<file path="src/common/gfs_pkg.sv">
/*
 * Package for the genset fault-shutdown supervisor: timing figures, derived
 * cycle counts, the sequencer state enum and the switch contact struct.
 * Assumes a single 20 MHz system clock.
 */
package gfs_pkg;
    localparam int unsigned CLK_HZ        = 20_000_000; // System clock rate
    localparam int unsigned OVERSPEED_HZ  = 70;         // Trip frequency
    localparam int unsigned CRANK_S       = 8;          // Crank period
    localparam int unsigned REST_S        = 3;          // Rest period
    localparam int unsigned PERSIST_S     = 6;          // Within 5 to 8 s
    localparam int unsigned GATE_MS       = 1000;       // Frequency gate
    localparam int unsigned CRANK_TRIES   = 3;          // Crank/rest cycles
    // Derived cycle counts
    localparam int unsigned CRANK_CYC   = CRANK_S * CLK_HZ;
    localparam int unsigned REST_CYC    = REST_S * CLK_HZ;
    localparam int unsigned PERSIST_CYC = PERSIST_S * CLK_HZ;
    localparam int unsigned GATE_CYC    = (GATE_MS * (CLK_HZ / 1000));
    localparam int unsigned OVER_EDGES  = OVERSPEED_HZ * GATE_MS / 1000;

    // Sequencer states, one-hot
    typedef enum logic [4:0] {
        GFS_IDLE  = 5'h01,
        GFS_CRANK = 5'h02,
        GFS_REST  = 5'h04,
        GFS_RUN   = 5'h08,
        GFS_FAULT = 5'h10
    } gfs_state_t;

    // Engine switch contacts, true when the contact is grounded
    typedef struct packed {
        logic oil;  // Oil pressure low
        logic cool; // Coolant level low
        logic temp; // Engine overtemperature
    } gfs_sw_t;
endpackage : gfs_pkg

</file>
<file path="src/verilog/gfs_supervisor.sv">
/*
 * Genset fault-shutdown supervisor: crank sequencing, overspeed detection,
 * debounced switch faults and latched shutdown with fault lamp.
 * Assumes switch contacts and the speed pulse come straight from pins and
 * the master selector is a level, high in the run position.
 */
`timescale 1ns/1ns
`default_nettype none
module gfs_supervisor #(
    parameter int unsigned CRANK_CYC   = gfs_pkg::CRANK_CYC,   // Crank time
    parameter int unsigned REST_CYC    = gfs_pkg::REST_CYC,    // Rest time
    parameter int unsigned PERSIST_CYC = gfs_pkg::PERSIST_CYC, // Fault delay
    parameter int unsigned GATE_CYC    = gfs_pkg::GATE_CYC,    // Freq gate
    parameter int unsigned OVER_EDGES  = gfs_pkg::OVER_EDGES,  // Trip edges
    parameter int unsigned START_EDGES = 10                    // Start edges
) (
    input  wire logic       clk_sys,                 // 20 MHz clock
    input  wire logic       resetn,                  // Async reset, low
    input  wire logic       run_select,              // Selector in run
    input  wire logic       speed_pulse,             // Engine output wave
    input  wire logic       oil_pressure_low_input,  // Low when grounded
    input  wire logic       coolant_level_low_input, // Low when grounded
    input  wire logic       engine_overtemp_input,   // Low when grounded
    output logic            crank_q,                 // Starter drive
    output logic            fuel_run_q,              // Fuel/ignition on
    output logic            shutdown_q,              // Shutdown active
    output logic            fault_lamp_q,            // Fault lamp
    output logic            overcrank_q              // Overcrank cause
);
    // Two-stage synchronisers on every pin input
    logic [4:0] sync1_q, sync2_q;
    always_ff @(posedge clk_sys or negedge resetn) begin
        if (!resetn) begin
            sync1_q <= 5'h1c;  // Switches idle high (open)
            sync2_q <= 5'h1c;
        end else begin
            sync1_q <= {oil_pressure_low_input, coolant_level_low_input,
                        engine_overtemp_input, speed_pulse, run_select};
            sync2_q <= sync1_q;
        end
    end
    gfs_pkg::gfs_sw_t sw;   // Grounded contacts as active-high faults
    logic run_s, spd_s;
    assign run_s = sync2_q[0];
    assign spd_s = sync2_q[1];
    assign sw    = ~sync2_q[4:2];

    gfs_pkg::gfs_state_t state_q, state_d; // Sequencer state

    // Speed edge detect and gated edge count over one gate period
    logic        spd_last_q, spd_last_d;
    logic [31:0] gate_q, gate_d, edges_q, edges_d, freq_q, freq_d;
    logic        rise;
    always_comb begin
        rise       = spd_s && !spd_last_q;
        spd_last_d = spd_s;
        gate_d     = gate_q + 32'h1;
        edges_d    = edges_q + {31'h0, rise};
        freq_d     = freq_q;
        if (gate_q == GATE_CYC - 1) begin
            gate_d  = 32'h0;
            edges_d = {31'h0, rise};
            freq_d  = edges_q;  // Edges per gate period = frequency
        end
        // A stopped set must not carry an old reading into its next start,
        // or a quick restart would see a stale start or overspeed at once
        if (state_q == gfs_pkg::GFS_IDLE) begin
            edges_d = 32'h0;
            freq_d  = 32'h0;
        end
    end
    always_ff @(posedge clk_sys or negedge resetn) begin
        if (!resetn) begin
            spd_last_q <= 1'b0;
            gate_q     <= 32'h0;
            edges_q    <= 32'h0;
            freq_q     <= 32'h0;
        end else begin
            spd_last_q <= spd_last_d;
            gate_q     <= gate_d;
            edges_q    <= edges_d;
            freq_q     <= freq_d;
        end
    end
    logic overspeed, started;
    assign overspeed = freq_q > OVER_EDGES;
    assign started   = freq_q >= START_EDGES;  // Engine has caught

    // Persistence timers for the three switch faults, one per switch
    logic [2:0]  sw_trip;
    logic [31:0] pers_q [3];
    logic [31:0] pers_d [3];
    always_comb begin
        for (int i = 0; i < 3; i++) begin
            // Only counts while the set runs; a blip resets the count
            pers_d[i]  = (sw[i] && state_q == gfs_pkg::GFS_RUN)
                         ? pers_q[i] + 32'h1 : 32'h0;
            sw_trip[i] = pers_q[i] >= PERSIST_CYC - 1;
        end
    end
    always_ff @(posedge clk_sys or negedge resetn) begin
        if (!resetn) begin
            for (int i = 0; i < 3; i++) pers_q[i] <= 32'h0;
        end else begin
            for (int i = 0; i < 3; i++) pers_q[i] <= pers_d[i];
        end
    end

    // Sequencer: crank, rest, run and latched fault
    logic [31:0] tmr_q, tmr_d;
    logic [1:0]  tries_q, tries_d;
    logic        ovc_d, crank_d, fuel_d, shut_d, lamp_d;
    always_comb begin
        state_d = state_q;
        tmr_d   = tmr_q + 32'h1;
        tries_d = tries_q;
        ovc_d   = overcrank_q;
        case (state_q)
            gfs_pkg::GFS_IDLE: begin
                tmr_d   = 32'h0;
                tries_d = 2'h0;
                ovc_d   = 1'b0;
                if (run_s) state_d = gfs_pkg::GFS_CRANK;
            end
            gfs_pkg::GFS_CRANK: begin
                if (!run_s) state_d = gfs_pkg::GFS_IDLE;
                else if (started) state_d = gfs_pkg::GFS_RUN;
                else if (tmr_q == CRANK_CYC - 1) begin
                    state_d = gfs_pkg::GFS_REST;
                    tmr_d   = 32'h0;
                end
            end
            gfs_pkg::GFS_REST: begin
                if (!run_s) state_d = gfs_pkg::GFS_IDLE;
                else if (tmr_q == REST_CYC - 1) begin
                    tmr_d   = 32'h0;
                    tries_d = tries_q + 2'h1;
                    if (tries_q == 2'(gfs_pkg::CRANK_TRIES - 1)) begin
                        state_d = gfs_pkg::GFS_FAULT;
                        ovc_d   = 1'b1;
                    end else begin
                        state_d = gfs_pkg::GFS_CRANK;
                    end
                end
            end
            gfs_pkg::GFS_RUN: begin
                tmr_d = 32'h0;
                if (!run_s) state_d = gfs_pkg::GFS_IDLE;
                else if (overspeed || |sw_trip)
                    state_d = gfs_pkg::GFS_FAULT;
            end
            gfs_pkg::GFS_FAULT: begin
                tmr_d = 32'h0;
                // Latched; only leaving run clears it
                if (!run_s) state_d = gfs_pkg::GFS_IDLE;
            end
            default: state_d = gfs_pkg::GFS_IDLE;
        endcase
        crank_d = state_d == gfs_pkg::GFS_CRANK;
        fuel_d  = state_d == gfs_pkg::GFS_CRANK || state_d == gfs_pkg::GFS_RUN;
        shut_d  = state_d == gfs_pkg::GFS_FAULT;
        lamp_d  = state_d == gfs_pkg::GFS_FAULT;
    end
    always_ff @(posedge clk_sys or negedge resetn) begin
        if (!resetn) begin
            state_q      <= gfs_pkg::GFS_IDLE;
            tmr_q        <= 32'h0;
            tries_q      <= 2'h0;
            overcrank_q  <= 1'b0;
            crank_q      <= 1'b0;
            fuel_run_q   <= 1'b0;
            shutdown_q   <= 1'b0;
            fault_lamp_q <= 1'b0;
        end else begin
            state_q      <= state_d;
            tmr_q        <= tmr_d;
            tries_q      <= tries_d;
            overcrank_q  <= ovc_d;
            crank_q      <= crank_d;
            fuel_run_q   <= fuel_d;
            shutdown_q   <= shut_d;
            fault_lamp_q <= lamp_d;
        end
    end

    // Checks
    property p_overspeed;
        @(posedge clk_sys) disable iff (!resetn)
        (state_q == gfs_pkg::GFS_RUN && run_s && overspeed)
            |=> (shutdown_q && fault_lamp_q);
    endproperty
    a_overspeed: assert property (p_overspeed)
        else $error("overspeed did not shut down");
    property p_oil;
        @(posedge clk_sys) disable iff (!resetn)
        (state_q == gfs_pkg::GFS_RUN && run_s && sw_trip[2])
            |=> (shutdown_q && fault_lamp_q);
    endproperty
    a_oil: assert property (p_oil)
        else $error("oil fault did not light lamp");
    property p_cool;
        @(posedge clk_sys) disable iff (!resetn)
        (state_q == gfs_pkg::GFS_RUN && run_s && sw_trip[1])
            |=> (shutdown_q && fault_lamp_q);
    endproperty
    a_cool: assert property (p_cool)
        else $error("coolant fault did not shut down");
    property p_temp;
        @(posedge clk_sys) disable iff (!resetn)
        (state_q == gfs_pkg::GFS_RUN && run_s && sw_trip[0])
            |=> (shutdown_q && fault_lamp_q);
    endproperty
    a_temp: assert property (p_temp)
        else $error("overtemp fault did not shut down");
    property p_crank;
        @(posedge clk_sys) disable iff (!resetn)
        $rose(crank_q) |-> ($past(run_s) && state_q == gfs_pkg::GFS_CRANK);
    endproperty
    a_crank: assert property (p_crank)
        else $error("crank without run select");
    property p_ovc;
        @(posedge clk_sys) disable iff (!resetn)
        $rose(overcrank_q) |-> (fault_lamp_q && !crank_q && tries_q == 2'h3);
    endproperty
    a_ovc: assert property (p_ovc)
        else $error("overcrank state inconsistent");
    property p_latch;
        @(posedge clk_sys) disable iff (!resetn)
        (fault_lamp_q && run_s) |=> fault_lamp_q;
    endproperty
    a_latch: assert property (p_latch)
        else $error("fault cleared while still in run");
    property p_nofuel;
        @(posedge clk_sys) disable iff (!resetn)
        shutdown_q |-> (!fuel_run_q && !crank_q);
    endproperty
    a_nofuel: assert property (p_nofuel)
        else $error("engine driven during shutdown");
endmodule : gfs_supervisor
`default_nettype wire

</file>
<file path="config.mk">
export PLATFORM = sky130hd
export DESIGN_NAME = gfs_supervisor
export DESIGN_NICKNAME = d
export VERILOG_FILES = /design/src/common/gfs_pkg.sv /design/src/verilog/gfs_supervisor.sv
export SDC_FILE = /design/constraint.sdc
export NUM_CORES = 1
export LEC_CHECK = 0
export BUFFER_PORTS_ARGS = -buffer_cell sky130_fd_sc_hd__buf_4
export CAP_MARGIN = 40
export CORE_ASPECT_RATIO = 1.4
export CORE_MARGIN = 5
export CORE_UTILIZATION = 25
export DETAILED_ROUTE_END_ITERATION = 10
export PLACE_DENSITY = 0.36
export RECOVER_POWER = 50
export SYNTH_ARGS = -nofsm -noshare
export SYNTH_HDL_FRONTEND = slang
export SYNTH_SLANG_ARGS = --single-unit
export TNS_END_PERCENT = 20
</file>
<file path="constraint.sdc">
create_clock -name clk_sys -period 2.6 [get_ports clk_sys]
set_input_delay 0.26 -clock clk_sys [delete_from_list [all_inputs] [get_ports clk_sys]]
set_output_delay 0.26 -clock clk_sys [all_outputs]
set_load 0.02 [all_outputs]
</file>
==> results.json, run 1 <==
{
  "synth_top_area_share_pct": 51.2,
  "fp-row-count": 93,
  "ys_seq_area_share_pct": 52.7,
  "cts_tree": "yes",
  "wl_met1_um": 12500,
  "crit_required_ns": 3.08,
  "synth_seq_cells": 246,
  "dp_slack_ns": 0.0635,
  "relSlewSlack_pct": -16.9,
  "start_util_pct": 25.3,
  "crit_arrival_ns": 2.94,
  "cts_max_level": 1,
  "die-width_um": 193,
  "postSynthCellCount": 1230,
  "hold_path_class": "register to register",
  "cts_buffer_depth": 3,
  "drc": 0,
  "numCtsBuffers": 30,
  "layout_commonest_cell": "dfrtp_1",
  "fin_crit_sh_pct": 94.4,
  "synth_top_family_by_area": "simple AND/OR/NAND/NOR gates",
  "gr-total-overflow": 0,
  "async_reset_ff_share_pct": 100,
  "criticalPathCategory": "register to register",
  "cap_violations": 1,
  "grt_pass1_vias": 8758,
  "grt_setup_unrepaired": "false",
  "top_layer": "met4",
  "min_period_ns": 2.45,
  "power.leakage_nw": 5.47,
  "cts_root_buf": "clkbuf_16",
  "synthAdderAreaFrac_pct": 0.856,
  "wl_per_cell_um": 14.5,
  "synthMuxAreaShare_pct": 0.0963,
  "port_buffers": 11,
  "end_kind": "register",
  "drt_iter0_drc": 406,
  "final_hold_viol_count": 0,
  "core_area_um2": 46200,
  "avgSynthCellArea_um2": 9.51,
  "die_area_um2": 51300,
  "antenna_found_initial": 0,
  "vias": 8557,
  "netlist_area_um2": 11700,
  "yosys-top-cells-area": "dfrtp_1 51%, xnor2_1 6.6%, nor2_1 6.1%",
  "fin_nets": 1279,
  "synth_area_leader_cell": "dfrtp_1",
  "powerDensity_nw_per_um2": 630,
  "drive_gt1_share_pct": 9.55,
  "wl_um": 27600,
  "ios": 12,
  "fin_hold_ws_ns": 0.352,
  "die_h_um": 266,
  "grt_start_max_net_pins": 65,
  "vdd_drop_max_v": 0.000430,
  "grt_usage_pct": 11.0,
  "cts_num_sinks": 246,
  "firstDrtPassIters": 4,
  "synth_edf_count": 0,
  "synth-simple-area-share_pct": 26.6,
  "fmax_ghz": 0.408,
  "status": "complete, but fails checks",
  "synth_compound_area_share_pct": 5.31,
  "syn_nets": 1245,
  "final_antenna_net_count": 0,
  "final_core_util_pct": 29.7,
  "insertion_delay_ns": 0.56,
  "startpoint_type": "register",
  "synthFlopType": "dfrtp_1",
  "yosysWarnings": 0,
  "ys_types": 58,
  "worst_pin_slew_ns": 1.75,
  "insertedDiodeCount": 0,
  "via_per_inst": 4.49,
  "met2_length_um": 13700,
  "hpwl_um": 18400,
  "setup_slack_ns": 0.146,
  "setup_viol": 0,
  "fin_worst_skew_ns": 0.0109,
  "fin_tns_setup_ns": 0,
  "final_max_slew_viol_count": 64,
  "dr_wl_met3_um": 770,
  "cp_max_fo": 5,
  "synth-xor-area-share_pct": 11.8,
  "syn_to_final_growth_pct": 17.5,
  "post-cts-setup-buffer-count": 0,
  "final_cell_mix": "239 x dfrtp_1, 189 x nor2_1, 135 x nand2_1",
  "clk_pin_slew_ns": 0.06,
  "gp_congestion": 0.740,
  "grt_pass1_wl_um": 46800,
  "failed_checks": "capacitance limit, slew limit"
}
==> per-layer routing <==
layer | vias up | track usage, %
li1 | 4274 | -
met1 | 4191 | 14.2
met2 | 61 | 19.0
met3 | 31 | 1.66
met4 | 0 | 3.32
met5 | - | 0
==> cell families (layout without fill, tap and decap cells) <==
kind of cell,Yosys count,after routing
AOI/OAI and AO/OA,112,112
xor gates and xnor gates,158,158
adders and majority gates,8,8
buffers and inverters,73,131
DFF,246,246
muxes,1,1
and+or+nand+nor,632,632
==> stage by stage <==
step | area [um^2] | total power [mW] | cells
final | 13700 | 8.66 | 1905
after global routing | 13700 | 9.08 | 1905
after CTS | 13800 | 8.89 | 1905
after detailed placement | 12700 | 4.36 | 1843
after global placement | 12700 | 4.36 | 1843
after floorplan | 11700 | 4.14 | 1230
==> what timing repair did <==
action | in CTS | in global routing
resized for setup | 0 | 1
endpoints found under the setup margin | 0 | 1
hold endpoints to repair | 61 | 0
hold buffers | 6 | 0
==> path summary, 6_finish.rpt <==
kind                       cells past startpoint           to  slack, ns       start
max reg2reg                                    6   fuel_run_q       0.15  pers_q[78]
max                                            6   fuel_run_q       0.15  pers_q[78]
min                                            0   sync2_q[1]       0.35  sync1_q[1]
min reg2reg                                    0   sync2_q[1]       0.35  sync1_q[1]
min in group asynchronous                      2   pers_q[37]       0.70      resetn
max in group asynchronous                      3  edges_q[14]       0.48      resetn
==> critical path, stage by stage (launching register included) <==
cell and delay, ns:
dfrtp_1 0.42, or4_1 0.59, a311oi_2 0.31, nor4_1 0.12, a41o_1 0.25, or4_1 0.56
nand3b_1 0.13
==> state kept, by name (all words and copies together), names as in the netlist <==
| signal | flops |
|---|---|
| sync2_q | 5 |
| crank_q | 1 |
| edges_q | 32 |
| tries_q | 2 |
| sync1_q | 5 |
| freq_q | 32 |
| pers_q | 96 |
| fuel_run_q | 1 |
| gate_q | 32 |
| spd_last_q | 1 |
| tmr_q | 32 |
| fault_lamp_q | 1 |
| state_q | 5 |
| overcrank_q | 1 |
==> cell type report <==
cell class	instances	area (um^2)
well taps	617	772
clock buffers	36	835
flip-flops and latches	246	6160
inverters	27	101
clock inverters	20	206
fillers	4872	32500
repair buffers	48	409
multi-input cells	911	5250
==> power breakdown <==
part	internal (mW)	total, mW	switching (mW)
logic	0.104	0.358	0.254
registers	3.87	3.91	0.0373
clock network	2.67	4.39	1.71
total	6.65	8.66	2.00
==> synthesized netlist by cell type, types with 2 or more instances <==
| cell | instances |
|---|---|
| a21oi_1 | 57 |
| a31oi_1 | 3 |
| and2_1 | 8 |
| and2_2 | 2 |
| and3_1 | 27 |
| and3_2 | 2 |
| and4_1 | 12 |
| and4b_1 | 2 |
| buf_2 | 12 |
| clkbuf_1 | 31 |
| dfrtp_1 | 239 |
| dfstp_2 | 7 |
| ha_1 | 8 |
| inv_1 | 27 |
| nand2_1 | 135 |
| nand3_1 | 84 |
| nand4_1 | 39 |
| nor2_1 | 189 |
| nor2b_1 | 11 |
| nor3_1 | 35 |
| nor4_1 | 24 |
| nor4_2 | 2 |
| nor4b_1 | 4 |
| nor4bb_1 | 3 |
| o21ai_0 | 37 |
| o22ai_1 | 2 |
| or2_2 | 6 |
| or3_1 | 27 |
| or4_1 | 10 |
| xnor2_1 | 88 |
| xor2_1 | 70 |
No activity file was read; power rests on OpenSTA's default activity.
==> run 2: changes to the inputs <==
==> constraint.sdc (replaced) <==
create_clock -name clk_sys -period 2.6 [get_ports clk_sys]
set_input_delay 0.78 -clock clk_sys [delete_from_list [all_inputs] [get_ports clk_sys]]
set_output_delay 0.78 -clock clk_sys [all_outputs]
set_load 0.02 [all_outputs]
==> results.json, run 2 (synthesis gave the netlist of run 1 again) <==
{
  "seqPwrFrac_pct": 44.4,
  "wl_met1_um": 12300,
  "end_kind": "register",
  "gr-total-overflow": 0,
  "drc": 0,
  "firstDrtPassIters": 4,
  "powerDensity_nw_per_um2": 641,
  "crit_required_ns": 3.10,
  "cp_slowest_cell": "or4_1",
  "fin_crit_sh_pct": 93.5,
  "crit_top_cell": "or4_1",
  "grt_pass1_wl_um": 47400,
  "cts_num_sinks": 246,
  "die_h_um": 266,
  "r2r-start": "pers_q[78]",
  "via_per_inst": 4.53,
  "wl_per_cell_um": 14.5,
  "worstRegToRegCells": 6,
  "hold_path_class": "primary input to register",
  "power_frac_clock_pct": 51.6,
  "fin_worst_skew_ns": 0.0168,
  "failed_checks": "capacitance limit, slew limit",
  "wl_um": 27400,
  "final_hold_viol_count": 0,
  "relSlewSlack_pct": -8.26,
  "largest_register": "pers_q",
  "cp_max_fo": 5,
  "worst_pin_slew_ns": 1.62,
  "hpwl_um": 18600,
  "clk_pin_slew_ns": 0.06,
  "min_period_ns": 2.43,
  "startpoint_type": "register",
  "setup_viol": 0,
  "numCtsBuffers": 29,
  "drive_gt1_share_pct": 9.00,
  "hold_path.startpoint": "oil_pressure_low_input",
  "die_area_um2": 51300,
  "grt_setup_unrepaired": "false",
  "start_util_pct": 25.3,
  "fillers": 4885,
  "final_max_slew_viol_count": 55,
  "switching_share_pct": 22.3,
  "layout.cells.non_filler": 1895,
  "crit_end": "fuel_run_q",
  "dr_wl_met3_um": 818,
  "regToRegSetupSlack_ns": 0.17,
  "vias": 8590,
  "die-width_um": 193,
  "status": "complete, but fails checks",
  "grt_usage_pct": 11.0,
  "cts_buffer_depth": 3,
  "crit_start": "pers_q[78]",
  "slowest_delay_ns": 0.58,
  "p_total_mw": 8.81,
  "fmax_ghz": 0.411,
  "cts_root_buf": "clkbuf_16",
  "fin_tns_setup_ns": 0,
  "gp_congestion": 0.703,
  "switchingPower_mw": 1.96,
  "grt_pass1_vias": 9040,
  "port_buffers": 11,
  "postCtsHoldBufs": 0,
  "reg2reg_to": "fuel_run_q",
  "final_antenna_net_count": 0,
  "grt_start_max_net_pins": 58,
  "vdd_drop_max_v": 0.000424,
  "largest_register_ffs": 96,
  "ios": 12,
  "dp.cells": 1844,
  "power.leakage_nw": 5.45,
  "syn_to_final_growth_pct": 17.5,
  "insertedDiodeCount": 0,
  "drt_iter0_drc": 339,
  "fin_nets": 1273,
  "insertion_delay_ns": 0.56,
  "internal-power_mw": 6.84,
  "met2_length_um": 13800,
  "cts_max_level": 1,
  "criticalPathCategory": "register to register",
  "cts_resized": 0,
  "fp-row-count": 93,
  "cts_tree": "yes",
  "crit_arrival_ns": 2.93,
  "crit_path_cell_trace": "or4_1 -> a311oi_1 -> nor4_1 -> a41o_1 -> or4_1 -> nand3b_1",
  "final_cell_mix": "239 x dfrtp_1, 189 x nor2_1, 135 x nand2_1",
  "top_layer": "met4",
  "combPwrFrac_pct": 4.0,
  "core_area_um2": 46200,
  "post-cts-setup-buffer-count": 0,
  "antenna_found_initial": 0,
  "cap_violations": 1,
  "layout_commonest_cell": "dfrtp_1"
}
-- run 2: cell count changes in the layout (fill, tap and decap cells not counted), moves of 2 or more --
cell / delta
clkinv_2: -10
dlygate4sd3_1: -6
buf_12: +3
bufinv_16: +3
clkbuf_1: +3
clkbuf_16: -2
-- run 2: layout make-up --
type                       instances  area (um^2)  area share (%)
multi-input combinational        911         5240            38.2
sequential                       246         6160            44.9
clock inverter                    14          255            1.86
inverter                          27          101           0.738
clock buffer                      37          806            5.87
timing repair buffer              43          389            2.83
tap                              617          772            5.62
-- run 2: power groups by stage --
stage	registers, mW	clock network [mW]	logic [mW]
finish	3.91	4.54	0.353
global placement	3.98	0	0.385
detailed placement	3.98	0	0.383
CTS	3.91	4.74	0.386
floorplan	3.97	0	0.165
global route	3.91	4.88	0.408
-- run 2: through the flow --
step | worst slack, ns | utilization, % | hold WS [ns] | instance area [um^2]
detailed placement | 0.111 | 27.5 | 0.340 | 12700
CTS | 0.118 | 29.8 | 0.160 | 13800
global placement | 0.0968 | 27.5 | 0.335 | 12700
floorplan | 0.407 | - | 0.331 | 11700
finish | 0.169 | 29.7 | 0.320 | 13700
global route | 0.0220 | 29.7 | 0.290 | 13700
-- run 2: how the worst min path moves through the flow --
stage            endpoint  cells after the start
2_1_floorplan  sync2_q[0]                      0
3_3_place_gp   sync2_q[1]                      0
3_5_place_dp   sync2_q[1]                      0
4_1_cts        pers_q[37]                      1
5_1_grt        sync1_q[4]                      1
6_report       sync1_q[4]                      1
-- run 2: layer usage --
metal,up-vias,track usage [%]
met2,67,19.4
met3,36,1.66
li1,4263,-
met1,4224,14.0
met5,-,0
met4,0,3.05
-- run 2: critical path, delay by kind of cell, from the launching register on --
kind / cells / cell delay, ns
AOI/OAI and AO/OA: 2 / 0.60
and+or+nand+nor: 4 / 1.37
DFF: 1 / 0.42
==> run 3: changes to the inputs <==
--- a/config.mk
+++ b/config.mk
@@ -13,6 +13,7 @@
 export DETAILED_ROUTE_END_ITERATION = 10
 export PLACE_DENSITY = 0.36
 export RECOVER_POWER = 50
+export SETUP_SLACK_MARGIN = 0.2
 export SYNTH_ARGS = -nofsm -noshare
 export SYNTH_HDL_FRONTEND = slang
 export SYNTH_SLANG_ARGS = --single-unit
==> results.json, run 3 (synthesis gave the netlist of run 1 again) <==
{
  "status": "complete, but fails checks",
  "failed_checks": "capacitance limit, slew limit",
  "wl_um": 27400,
  "gp_congestion": 0.703,
  "clk_pin_slew_ns": 0.06,
  "end_kind": "register",
  "cap_violations": 1,
  "final_cell_mix": "239 x dfrtp_1, 189 x nor2_1, 135 x nand2_1",
  "die_area_um2": 51300,
  "crit_arrival_ns": 2.86,
  "syn_to_final_growth_pct": 17.8,
  "insertedDiodeCount": 0,
  "dp_slack_ns": 0.111,
  "start_util_pct": 25.3,
  "p_total_mw": 8.81,
  "final_hold_viol_count": 0,
  "postCtsHoldBufs": 0,
  "cp_max_fo": 5,
  "via_per_inst": 4.52,
  "port_buffers": 11,
  "wl_per_cell_um": 14.5,
  "worst_pin_slew_ns": 1.62,
  "ios": 12,
  "fin_tns_setup_ns": 0,
  "numCtsBuffers": 29,
  "fin_worst_skew_ns": 0.0170,
  "cts_buffer_depth": 3,
  "layout_commonest_cell": "dfrtp_1",
  "cts_num_sinks": 246,
  "insertion_delay_ns": 0.56,
  "antenna_found_initial": 0,
  "criticalPathCategory": "register to register",
  "largest_register": "pers_q",
  "grt_pass1_vias": 9043,
  "grt_usage_pct": 11.0,
  "grt_start_max_net_pins": 58,
  "post-cts-setup-buffer-count": 0,
  "gr-total-overflow": 0,
  "drt_iter0_drc": 333,
  "fin_crit_sh_pct": 91.1,
  "grt_setup_unrepaired": "true",
  "die_h_um": 266,
  "power.leakage_nw": 5.45,
  "min_period_ns": 2.37,
  "setup_slack_ns": 0.232,
  "largest_register_ffs": 96,
  "cts_max_level": 1,
  "setup_viol": 0,
  "die-width_um": 193,
  "final_antenna_net_count": 0,
  "vdd_drop_max_v": 0.000424,
  "relSlewSlack_pct": -8.18,
  "hpwl_um": 18600,
  "cts_tree": "yes",
  "core_area_um2": 46200,
  "hold_path_class": "primary input to register",
  "cts_root_buf": "clkbuf_16",
  "fin_nets": 1273,
  "startpoint_type": "register",
  "fp-row-count": 93,
  "fmax_ghz": 0.422,
  "firstDrtPassIters": 4,
  "drc": 0,
  "powerDensity_nw_per_um2": 640,
  "vias": 8567,
  "grt_pass1_wl_um": 47400,
  "drive_gt1_share_pct": 9.55,
  "final_max_slew_viol_count": 55,
  "crit_required_ns": 3.10
}
-- run 3: cell types whose count changed in the layout (fill, tap and decap cells not counted) --
cell      previous run  this run
nor4_1              24        22
a311oi_1             1         0
a311oi_2             0         1
nor3b_2              0         1
nor4bb_1             3         2
nor4bb_2             0         1
nor4_2               2         4
nand3_1             84        83
or4_1               10         9
nand3_2              0         1
nor3b_1              1         0
or4_4                0         1
-- run 3: critical path, cell delays in order, from the launching register on --
cell,delay (ns)
dfrtp_1,0.42
or4_1,0.59
a311oi_2,0.28
nor4_2,0.11
a41o_1,0.25
or4_1,0.54
nand3b_1,0.12
-- run 3: worst paths after layout --
path	from	to	slack, ns	depth (start not counted)
min in group asynchronous	resetn	pers_q[38]	0.62	1
max in group asynchronous	resetn	sync2_q[1]	0.57	2
worst max register to register	pers_q[78]	fuel_run_q	0.23	6
worst max-delay path	pers_q[78]	fuel_run_q	0.23	6
worst min register to register	sync1_q[2]	sync2_q[2]	0.35	0
worst min-delay path	oil_pressure_low_input	sync1_q[4]	0.32	1
-- run 3: per-layer routing --
layer | GRT usage [%] | share of wire (%) | vias to the layer above
met4 | 3.05 | 2.0 | 0
met5 | 0 | 0 | -
met2 | 19.4 | 50 | 67
met3 | 1.66 | 3.0 | 36
met1 | 14.0 | 45 | 4199
li1 | - | - | 4265
-- run 3: cell type report --
cell class	instances	area, um^2
Clock inverter	14	255
Timing Repair Buffer	43	389
Inverter	27	101
Multi-Input combinational cell	911	5280
Fill cell	4884	32400
Clock buffer	37	806
Tap cell	617	772
Sequential cell	246	6160
-- run 3: where the power goes --
part / leakage, nW / switching [mW] / internal, mW
Sequential: 3.38 / 0.0363 / 3.87
Combinational: 1.55 / 0.250 / 0.103
Clock: 0.520 / 1.68 / 2.87
Total: 5.45 / 1.97 / 6.84
-- run 3: timing repair --
| action | in CTS | in global routing |
|---|---|---|
| pin swaps | 0 | 1 |
| gates resized for setup | 2 | 5 |
| endpoints found under the setup margin | 36 | 45 |
-- run 3: metrics by stage --
stage          area, um^2  utilization, %  cells  hold WS, ns
2_1_floorplan       11700               -   1230        0.331
3_3_place_gp        12700            27.5   1844        0.335
3_5_place_dp        12700            27.5   1844        0.340
4_1_cts             13800            29.9   1895        0.160
5_1_grt             13800            29.8   1895        0.290
6_report            13800            29.8   1895        0.320
